**config.mk**
```make
export PLATFORM = sky130hd
export DESIGN_NAME = special_flag_relay_bank
export DESIGN_NICKNAME = d
export VERILOG_FILES = /design/src/flag_bank_pkg.sv /design/src/half_period_ticker.sv /design/src/special_flag_relay_bank.sv
export SDC_FILE = /design/constraint.sdc
export NUM_CORES = 2
export LEC_CHECK = 0
export BUFFER_PORTS_ARGS = -buffer_cell sky130_fd_sc_hd__buf_2
export CAP_MARGIN = 20
export CORE_AREA = 2 2 447 449
export CTS_CLUSTER_SIZE = 16
export DETAILED_ROUTE_END_ITERATION = 12
export DIE_AREA = 0 0 449 451
export PLACE_DENSITY = 0.32
export SYNTH_ARGS = -nofsm -noshare
export SYNTH_HDL_FRONTEND = slang
export SYNTH_SLANG_ARGS = --single-unit
```
**constraint.sdc**
```tcl
create_clock -name aclk -period 2.5 [get_ports aclk]
set_clock_uncertainty 0.05 [all_clocks]
set_input_delay 0 -clock aclk [delete_from_list [all_inputs] [get_ports aclk]]
set_output_delay 0 -clock aclk [all_outputs]
set_load 0.02 [all_outputs]
```
**src/flag_bank_pkg.sv**
```systemverilog
// shared constants for the special flag relay bank
`default_nettype none
package flag_bank_pkg;
  // ---------------------------------------------------------------
  // timing
  // ---------------------------------------------------------------
  localparam int unsigned CLK_PERIOD_NS = 20;
  localparam int unsigned CLOCK_HALF_MS = 500;
  localparam int unsigned NS_PER_MS = 1000000;
  localparam int unsigned CLOCK_HALF_CYCLES = CLOCK_HALF_MS * NS_PER_MS / CLK_PERIOD_NS;
  // ---------------------------------------------------------------
  // register map (byte offsets)
  // ---------------------------------------------------------------
  localparam int ADDR_W = 6;
  localparam logic [5:0] OFF_CONTROL = 6'h00;
  localparam logic [5:0] OFF_STATUS = 6'h04;
  localparam logic [5:0] OFF_CAPTURE = 6'h08;
  localparam logic [5:0] OFF_EDGE = 6'h0c;
  localparam logic [5:0] OFF_RX_CANCEL = 6'h10;
  localparam logic [5:0] OFF_NET_STATUS = 6'h14;
  localparam logic [5:0] OFF_DISCONNECT = 6'h18;
  localparam logic [5:0] OFF_NET_EVENT = 6'h1c;
  // ---------------------------------------------------------------
  // field positions
  // ---------------------------------------------------------------
  localparam int CTL_RUN = 0;
  localparam int CTL_CLK_RESET = 1;
  localparam int CTL_OUTS_OFF = 2;
  localparam int CTL_LINK_PROHIBIT = 3;
  localparam int ST_CARRY = 0;
  localparam int ST_EXEC_ERR = 1;
  localparam int ST_COMM_ERR = 2;
  localparam int ST_RUNNING = 3;
  localparam int ST_ONE_SEC = 4;
  localparam int CAP_COUNTER_LSB = 4;
  localparam int NE_ADDR_CHANGE = 0;
  localparam int NE_TIME_WRITE = 1;
  // ---------------------------------------------------------------
  // group sizes and codes
  // ---------------------------------------------------------------
  localparam int CATCH_N = 4;
  localparam int EDGE_N = 4;
  localparam int COUNTER_N = 4;
  localparam int RX_CANCEL_N = 12;
  localparam int NET_STATUS_N = 14;
  localparam int DISCONNECT_N = 3;
  localparam logic [2:0] COMM_ERROR_PORT = 3'h2;
  localparam logic [1:0] RESP_OKAY = 2'h0;
endpackage
`default_nettype wire

```
**src/half_period_ticker.sv**
```systemverilog
// divider that pulses once per half period of the slow clock flag
`default_nettype none
module half_period_ticker #(
  parameter int unsigned CYCLES = 25000000
) (
  // clock and reset
  input wire logic aclk,
  input wire logic aresetn,
  // control
  input wire logic hold,
  // enable pulse
  output logic tick
);
  localparam int CNT_W = $clog2(CYCLES + 1);
  logic [CNT_W-1:0] count;

  if (CYCLES < 2) begin : g_bad_cycles
    $error("half_period_ticker: CYCLES must be at least 2");
  end

  // hold restarts the phase so the clock comes back with a full half period
  always_ff @(posedge aclk) begin
    if (!aresetn || hold) begin
      count <= '0;
      tick <= 1'b0;
    end else if (count == CNT_W'(CYCLES - 1)) begin
      count <= '0;
      tick <= 1'b1;
    end else begin
      count <= count + 1'b1;
      tick <= 1'b0;
    end
  end
endmodule // half_period_ticker
`default_nettype wire

```
**src/special_flag_relay_bank.sv**
```systemverilog
// special control and status flag bank with an axi4-lite register port
//
// Summary of operation
// RULE1 - clearing the run control flag stops the running cpu.
// RULE2 - run control flag survives power-down; only backup loss resets it.
// RULE3 - outside party keeps run control set when stop input is used.
// RULE4 - after backup loss the cpu runs or stays stopped per selection.
// RULE5 - one-second clock reset flag holds the one-second clock off.
// RULE6 - all-outputs-off flag forces every output point off while set.
// RULE7 - self-held outputs stay released after all-outputs-off clears.
// RULE8 - carry/borrow flag set by add/subtract, also used by shift/rotate.
// RULE9 - execution error flag sets on any program execution error.
// RULE10 - port 2 link errors set a sticky comm error until cleared.
// RULE11 - link prohibit stops master link; survives power-off until cleared.
// RULE12 - catch input flags held on stop, cleared at power off.
// RULE13 - edge select set means rising; cleared on stop and power off.
// RULE14 - slim variant counter over/underflow held on stop, cleared at power off.
// RULE15 - receive cancel flags cleared on stop and at power off.
// RULE16 - connection status flags keep updating while stopped.
// RULE17 - client disconnect flags held on stop, cleared at power off.
// RULE18 - address change and time write flags keep working while stopped.
// RULE19 - one-second clock toggles with equal 500 ms halves.
// RULE20 - reserved flag addresses read zero and ignore writes.
//
// Local design decisions: the register offsets and the AXI4-Lite slave port.
`default_nettype none
module special_flag_relay_bank
  import flag_bank_pkg::*;
#(
  parameter int NUM_OUTPUTS = 504,
  parameter int unsigned HALF_CYCLES = CLOCK_HALF_CYCLES,
  parameter bit SLIM_VARIANT = 1'b1
) (
  // clock and resets
  input wire logic aclk,
  input wire logic aresetn,
  input wire logic backup_resetn,
  input wire logic run_on_backup_error,
  // axi4-lite write
  input wire logic awvalid,
  output logic awready,
  input wire logic [ADDR_W-1:0] awaddr,
  input wire logic wvalid,
  output logic wready,
  input wire logic [31:0] wdata,
  input wire logic [3:0] wstrb,
  output logic bvalid,
  input wire logic bready,
  output logic [1:0] bresp,
  // axi4-lite read
  input wire logic arvalid,
  output logic arready,
  input wire logic [ADDR_W-1:0] araddr,
  output logic rvalid,
  input wire logic rready,
  output logic [31:0] rdata,
  output logic [1:0] rresp,
  // cpu execution
  input wire logic stop_request,
  output logic cpu_running,
  input wire logic carry_update,
  input wire logic carry_in,
  input wire logic exec_error_event,
  // serial link
  input wire logic comm_error_event,
  input wire logic [2:0] comm_error_port,
  input wire logic master_station,
  output logic link_stop,
  // output image
  input wire logic [NUM_OUTPUTS-1:0] out_image,
  output logic [NUM_OUTPUTS-1:0] out_drive,
  // capture and counters
  input wire logic catch_update,
  input wire logic [CATCH_N-1:0] catch_in,
  input wire logic [COUNTER_N-1:0] counter_wrap_event,
  output logic [EDGE_N-1:0] edge_rising,
  output logic [RX_CANCEL_N-1:0] rx_cancel,
  // network
  input wire logic [NET_STATUS_N-1:0] net_status_in,
  input wire logic [DISCONNECT_N-1:0] disconnect_event,
  input wire logic net_addr_change_event,
  input wire logic net_time_write_event,
  // slow clock
  output logic one_second_clock
);
  if (NUM_OUTPUTS < 1 || HALF_CYCLES < 2) begin : g_bad_param
    $error("special_flag_relay_bank: bad parameter");
  end

  // ---------------------------------------------------------------
  // flag state
  // ---------------------------------------------------------------
  logic run_control_flag, data_link_prohibit_flag;
  logic one_second_clock_reset_flag, all_outputs_off_flag;
  logic carry_borrow_flag, program_execution_error_flag, communication_error_flag;
  logic [CATCH_N-1:0] catch_input_status;
  logic [COUNTER_N-1:0] counter_overflow;
  logic [NET_STATUS_N-1:0] net_status;
  logic [DISCONNECT_N-1:0] client_disconnect;
  logic network_address_change_flag, network_time_write_flag;
  logic [NUM_OUTPUTS-1:0] released;
  logic half_tick;
  // ---------------------------------------------------------------
  // register port
  // ---------------------------------------------------------------
  logic wr_fire, rd_fire;
  logic [31:0] wmask, wbits;
  logic [31:0] next_rdata;
  assign wr_fire = awvalid && wvalid && !awready && !bvalid;
  assign rd_fire = arvalid && !arready && !rvalid;
  assign wmask = {{8{wstrb[3]}}, {8{wstrb[2]}}, {8{wstrb[1]}}, {8{wstrb[0]}}};
  assign wbits = wdata & wmask;
  function automatic logic hit(input logic [ADDR_W-1:0] a, input logic [5:0] off);
    return wr_fire && (a == off);
  endfunction

  // responses are always okay; registered so every bus output leaves a flop
  always_ff @(posedge aclk) begin
    bresp <= RESP_OKAY;
    if (!aresetn) begin
      awready <= 1'b0;
      wready <= 1'b0;
      bvalid <= 1'b0;
    end else begin
      awready <= wr_fire;
      wready <= wr_fire;
      if (wr_fire) bvalid <= 1'b1;
      else if (bready) bvalid <= 1'b0;
    end
  end
  always_comb begin
    next_rdata = '0;
    unique case (araddr)
      OFF_CONTROL: begin
        next_rdata[CTL_RUN] = run_control_flag;
        next_rdata[CTL_CLK_RESET] = one_second_clock_reset_flag;
        next_rdata[CTL_OUTS_OFF] = all_outputs_off_flag;
        next_rdata[CTL_LINK_PROHIBIT] = data_link_prohibit_flag;
      end
      OFF_STATUS: begin
        next_rdata[ST_CARRY] = carry_borrow_flag;
        next_rdata[ST_EXEC_ERR] = program_execution_error_flag;
        next_rdata[ST_COMM_ERR] = communication_error_flag;
        next_rdata[ST_RUNNING] = cpu_running;
        next_rdata[ST_ONE_SEC] = one_second_clock;
      end
      OFF_CAPTURE: begin
        next_rdata[CATCH_N-1:0] = catch_input_status;
        next_rdata[CAP_COUNTER_LSB +: COUNTER_N] = counter_overflow;
      end
      OFF_EDGE: next_rdata[EDGE_N-1:0] = edge_rising;
      OFF_RX_CANCEL: next_rdata[RX_CANCEL_N-1:0] = rx_cancel;
      OFF_NET_STATUS: next_rdata[NET_STATUS_N-1:0] = net_status;
      OFF_DISCONNECT: next_rdata[DISCONNECT_N-1:0] = client_disconnect;
      OFF_NET_EVENT: begin
        next_rdata[NE_ADDR_CHANGE] = network_address_change_flag;
        next_rdata[NE_TIME_WRITE] = network_time_write_flag;
      end
      default: next_rdata = '0; // RULE20
    endcase
  end
  always_ff @(posedge aclk) begin
    rresp <= RESP_OKAY;
    if (!aresetn) begin
      arready <= 1'b0;
      rvalid <= 1'b0;
      rdata <= '0;
    end else begin
      arready <= rd_fire;
      if (rd_fire) begin
        rvalid <= 1'b1;
        rdata <= next_rdata;
      end else if (rready) begin
        rvalid <= 1'b0;
      end
    end
  end
  // ---------------------------------------------------------------
  // retained flags: kept across power-down, lost only with the backup
  // ---------------------------------------------------------------
  always_ff @(posedge aclk) begin
    if (!backup_resetn) begin
      run_control_flag <= run_on_backup_error; // RULE4
      data_link_prohibit_flag <= 1'b0;
    end else if (hit(awaddr, OFF_CONTROL)) begin // RULE2
      if (wmask[CTL_RUN]) run_control_flag <= wbits[CTL_RUN];
      if (wmask[CTL_LINK_PROHIBIT]) data_link_prohibit_flag <= wbits[CTL_LINK_PROHIBIT]; // RULE11
    end
  end
  // stop input only governs while software keeps the run flag set
  always_ff @(posedge aclk) begin
    if (!aresetn) cpu_running <= 1'b0;
    else cpu_running <= run_control_flag && !stop_request; // RULE1 RULE3
  end

  always_ff @(posedge aclk) begin
    if (!aresetn) link_stop <= 1'b0;
    else link_stop <= data_link_prohibit_flag && master_station; // RULE11
  end

  // ---------------------------------------------------------------
  // volatile control and error flags
  // ---------------------------------------------------------------
  always_ff @(posedge aclk) begin
    if (!aresetn) begin
      one_second_clock_reset_flag <= 1'b0;
      all_outputs_off_flag <= 1'b0;
    end else if (hit(awaddr, OFF_CONTROL)) begin
      if (wmask[CTL_CLK_RESET]) one_second_clock_reset_flag <= wbits[CTL_CLK_RESET];
      if (wmask[CTL_OUTS_OFF]) all_outputs_off_flag <= wbits[CTL_OUTS_OFF];
    end
  end
  // the alu update wins over a software write in the same cycle
  always_ff @(posedge aclk) begin
    if (!aresetn) carry_borrow_flag <= 1'b0;
    else if (carry_update) carry_borrow_flag <= carry_in; // RULE8
    else if (hit(awaddr, OFF_STATUS) && wmask[ST_CARRY]) carry_borrow_flag <= wbits[ST_CARRY];
  end
  // error flags clear by writing one; a new error in that cycle wins
  always_ff @(posedge aclk) begin
    if (!aresetn) begin
      program_execution_error_flag <= 1'b0;
      communication_error_flag <= 1'b0;
    end else begin
      if (exec_error_event) program_execution_error_flag <= 1'b1; // RULE9
      else if (hit(awaddr, OFF_STATUS) && wbits[ST_EXEC_ERR]) program_execution_error_flag <= 1'b0;
      if (comm_error_event && comm_error_port == COMM_ERROR_PORT) communication_error_flag <= 1'b1; // RULE10
      else if (hit(awaddr, OFF_STATUS) && wbits[ST_COMM_ERR]) communication_error_flag <= 1'b0;
    end
  end

  // ---------------------------------------------------------------
  // one-second clock
  // ---------------------------------------------------------------
  half_period_ticker #(.CYCLES(HALF_CYCLES)) u_ticker (
    .aclk(aclk),
    .aresetn(aresetn),
    .hold(one_second_clock_reset_flag),
    .tick(half_tick)
  );

  always_ff @(posedge aclk) begin
    if (!aresetn || one_second_clock_reset_flag) one_second_clock <= 1'b0; // RULE5
    else if (half_tick) one_second_clock <= !one_second_clock; // RULE19
  end

  // ---------------------------------------------------------------
  // output override; a point forced off stays off until its image drops
  // ---------------------------------------------------------------
  for (genvar i = 0; i < NUM_OUTPUTS; i++) begin : g_out
    always_ff @(posedge aclk) begin
      if (!aresetn) released[i] <= 1'b0;
      else if (all_outputs_off_flag && out_image[i]) released[i] <= 1'b1; // RULE7
      else if (!out_image[i]) released[i] <= 1'b0;
    end
    always_ff @(posedge aclk) begin
      if (!aresetn) out_drive[i] <= 1'b0;
      else out_drive[i] <= out_image[i] && !all_outputs_off_flag && !released[i]; // RULE6 RULE7
    end
  end

  // ---------------------------------------------------------------
  // flags held while stopped
  // ---------------------------------------------------------------
  always_ff @(posedge aclk) begin
    if (!aresetn) catch_input_status <= '0;
    else if (cpu_running && catch_update) catch_input_status <= catch_in; // RULE12
  end

  // only the slim variant carries these; elsewhere they read zero
  always_ff @(posedge aclk) begin
    if (!aresetn || !SLIM_VARIANT) counter_overflow <= '0;
    else if (cpu_running) counter_overflow <= counter_overflow | counter_wrap_event; // RULE14
  end

  always_ff @(posedge aclk) begin
    if (!aresetn) client_disconnect <= '0;
    else if (cpu_running) client_disconnect <= client_disconnect | disconnect_event; // RULE17
  end

  // ---------------------------------------------------------------
  // flags cleared on stop; writes while stopped are dropped
  // ---------------------------------------------------------------
  always_ff @(posedge aclk) begin
    if (!aresetn || !cpu_running) begin
      edge_rising <= '0; // RULE13
      rx_cancel <= '0; // RULE15
    end else begin
      if (hit(awaddr, OFF_EDGE)) edge_rising <= wbits[EDGE_N-1:0] | (edge_rising & ~wmask[EDGE_N-1:0]);
      if (hit(awaddr, OFF_RX_CANCEL)) rx_cancel <= wbits[RX_CANCEL_N-1:0] | (rx_cancel & ~wmask[RX_CANCEL_N-1:0]);
    end
  end

  // ---------------------------------------------------------------
  // flags that keep operating while stopped
  // ---------------------------------------------------------------
  always_ff @(posedge aclk) begin
    if (!aresetn) net_status <= '0;
    else net_status <= net_status_in; // RULE16
  end

  always_ff @(posedge aclk) begin
    if (!aresetn) begin
      network_address_change_flag <= 1'b0;
      network_time_write_flag <= 1'b0;
    end else begin
      if (net_addr_change_event) network_address_change_flag <= 1'b1; // RULE18
      else if (hit(awaddr, OFF_NET_EVENT) && wbits[NE_ADDR_CHANGE]) network_address_change_flag <= 1'b0;
      if (net_time_write_event) network_time_write_flag <= 1'b1; // RULE18
      else if (hit(awaddr, OFF_NET_EVENT) && wbits[NE_TIME_WRITE]) network_time_write_flag <= 1'b0;
    end
  end
endmodule // special_flag_relay_bank
`default_nettype wire

```
==> flow_metrics.tcl <==
set metrics [dict create \
    status "finished clean" \
    clk_path_buf_depth 3 \
    clkSlewWorstSetupHoldPaths_ps 50 \
    syn_inst 3652 \
    required_ps 3120 \
    port_buffers 1117 \
    tightest_slew_ps 1020 \
    die_y_um 451 \
    synth-seq-area-share 0.665 \
    grt_overflow_total 0 \
    startpoint "awaddr[1]" \
    slew_headroom 0.320 \
    fin_ws_ps 61.7 \
    synth-edff-count 1 \
    gp_congestion 0.821 \
    ant_nets 0 \
    root_buffer "clkbuf_16" \
    ir_worst_vdd_v 0.000614 \
    switching_share 0.247 \
    net-switching-power_w 0.0105 \
    worst-path-max-fanout 8 \
    first_iter_violations 1558 \
    synth_seq_cells 1105 \
    hold_class "primary input to flop" \
    die_w_um 449 \
    drc 0 \
    cts_sinks 1105 \
    r2r_cells 5 \
    num_vias 32542 \
    seqPwrFrac 0.428 \
    pwr_density_cell_nw_per_um2 730 \
    timing.hold.worst.start "out_image[494]" \
    rsz0062_at_grt "false" \
    finalSetupViolCount 0 \
    ios 1162 \
    synth-async-reset-ratio 0 \
    critPathKind "primary input to flop" \
    clk_latency_ps 790 \
    regToRegEndpoint "rdata[0]$_SDFFE_PN0P_" \
    wl_per_cell_um 16.9 \
    htreeDepth 4 \
    core_um2 198000 \
    routed_wl_um 148000 \
    cts_tree "built" \
    synth_cell_types 57 \
    leakage_nw 25.2 \
    end_kind "flop" \
    dp_worst_setup_slack_ps 541 \
    grt_usage 0.142 \
    avgSynthCellArea_um2 9.11 \
    combPwrFrac 0.097 \
    via_per_inst 3.73 \
    max-cap-violations 0 \
    arrival_ps 3050 \
    setup-tns-final_ps 0 \
    finalMaxSlewViolations 0 \
    synth_area_um2 33300 \
    synthToLayoutAreaGrowth_pct 75.8 \
    start_util 0.168 \
    final_hold_viol_count 0 \
    num_rows 164 \
    die-area_um2 202000 \
    clock_power_share 0.475 \
    dr.pass1.iters 5 \
    layout.nets 6554 \
    fillers 21354 \
    final_cell_mix "dlygate4sd3_1 (1,151), buf_2 (1,116), dfxtp_1 (1,103)" \
    yosys_most_used_dff "dfxtp_1" \
    r2r_start "rvalid$_SDFFE_PN0P_" \
    mostFrequentLayoutCell "dlygate4sd3_1" \
    antenna_found_initial 38 \
    whs_ps 52.5 \
    grt_max_degree 76 \
    power.internal_w 0.0322 \
    grt_pass1_vias 31973 \
    ys.warnings.count 0 \
    crit_path_start_kind "primary input" \
    ff2ff_setup_slack_ps 200 \
    grt_pass1_wl_um 213000 \
    dpl.hpwl_um 111000 \
    clock.fmax_ghz 0.410 \
    drive_above_1_share 0.237 \
    layout_worst_path_cycle_share 0.975 \
    timing.final.crit_period_ps 2440 \
    cts-buffers-inserted 140 \
]
==> cells in the mapped netlist (4+ instances only) <==
library cell	n	share of area
nor2b_1	5	0.00094
or4_1	7	0.0016
a21oi_1	36	0.0054
nand4_1	9	0.0017
mux2i_1	23	0.0069
o21ai_0	22	0.0033
and3_1	6	0.0011
xor2_1	7	0.0018
or3_1	6	0.0011
o31ai_1	6	0.0014
clkbuf_1	181	0.020
buf_4	25	0.0056
dfxtp_1	1104	0.66
mux4_2	4	0.0027
nor4_1	5	0.00094
nor4_4	4	0.0026
nand3_1	21	0.0032
and2_1	17	0.0032
a22oi_1	4	0.00090
nand2b_1	6	0.0011
nor3_1	505	0.076
buf_1	4	0.00045
nand2_1	525	0.059
nor2_1	1056	0.12
inv_1	12	0.0014
buf_2	4	0.00060
nand3b_1	4	0.00090
xnor2_1	6	0.0016
a221oi_1	4	0.0011
==> worst min-delay path by stage <==
stage	endpoint	slack, ps	depth (start not counted)
global placement	cpu_running$_SDFF_PN0_	110	2
finish	released[494]$_SDFFE_PN0P_	50	4
global route	released[494]$_SDFFE_PN0P_	30	4
floorplan	cpu_running$_SDFF_PN0_	20	1
CTS	released[494]$_SDFFE_PN0P_	0.6	4
detailed placement	cpu_running$_SDFF_PN0_	110	2
==> timing repair <==
item / CTS / global route
resized for setup: 0 / 3
setup endpoints to repair: 0 / 4
hold endpoints to repair: 1106 / 0
setup buffers: 0 / 0
hold buffers: 1152 / 0
==> layout make-up <==
| cell class | instances | area, um2 | share of cell area |
|---|---|---|---|
| Sequential cell | 1105 | 22100 | 0.378 |
| Timing Repair Buffer | 2355 | 18100 | 0.309 |
| Multi-Input combinational cell | 2340 | 10300 | 0.176 |
| Clock buffer | 205 | 4170 | 0.0713 |
| Tap cell | 2656 | 3320 | 0.0568 |
| Clock inverter | 36 | 435 | 0.00744 |
| Inverter | 13 | 48.8 | 0.000834 |
| Antenna cell | 18 | 45.0 | 0.000770 |
==> registers in the layout, indices dropped and copies added, names as in the netlist, 3 cells and up, named ones only <==
| signal | flops |
|---|---|
| catch_input_status | 4 |
| client_disconnect | 3 |
| counter_overflow | 4 |
| net_status | 14 |
| out_drive | 504 |
| rdata | 14 |
| released | 504 |
| u_ticker.count | 25 |
==> cells by family after synthesis <==
| logic type | share of synthesized area |
|---|---|
| buf+inv | 0.0289 |
| fa+ha+maj | 0.000376 |
| flops | 0.665 |
| other cells | 0.000113 |
| simple gates | 0.276 |
| mux | 0.00996 |
| xor+xnor | 0.00342 |
| compound gates | 0.0163 |
==> metrics by stage <==
stage	power, W	cell area, um2	cells	util
6_report	0.0427	58500	8728	0.295
3_3_place_gp	0.0214	42300	7317	0.214
2_1_floorplan	0.0199	33400	3673	-
4_1_cts	0.0436	58500	8710	0.295
3_5_place_dp	0.0214	42300	7317	0.214
5_1_grt	0.0447	58500	8725	0.295
==> critical path, cell delays in order <==
cell and delay (ps):
dlygate4sd3_1 530, buf_2 120, or3_4 450, dlygate4sd3_1 670, nor4_4 240, buf_6 220, mux2i_1 200, dlygate4sd3_1 570
nor2_1 40
==> per-layer routing <==
layer  vias to the layer above  GRT usage  routed length [um]
li1                      16412          -                   -
met1                     15063      0.159               59500
met2                       780      0.247               72500
met3                       267     0.0464                9430
met4                        20     0.0606                6090
met5                         -          0                 101
==> power groups by stage <==
stage | Sequential [W] | Combinational (W) | Clock (W)
global route | 0.0183 | 0.00449 | 0.0219
finish | 0.0183 | 0.00416 | 0.0203
floorplan | 0.0192 | 0.000701 | 0
global placement | 0.0186 | 0.00277 | 0
CTS | 0.0183 | 0.00424 | 0.0211
detailed placement | 0.0186 | 0.00277 | 0
(Power assumes the default switching activity.)
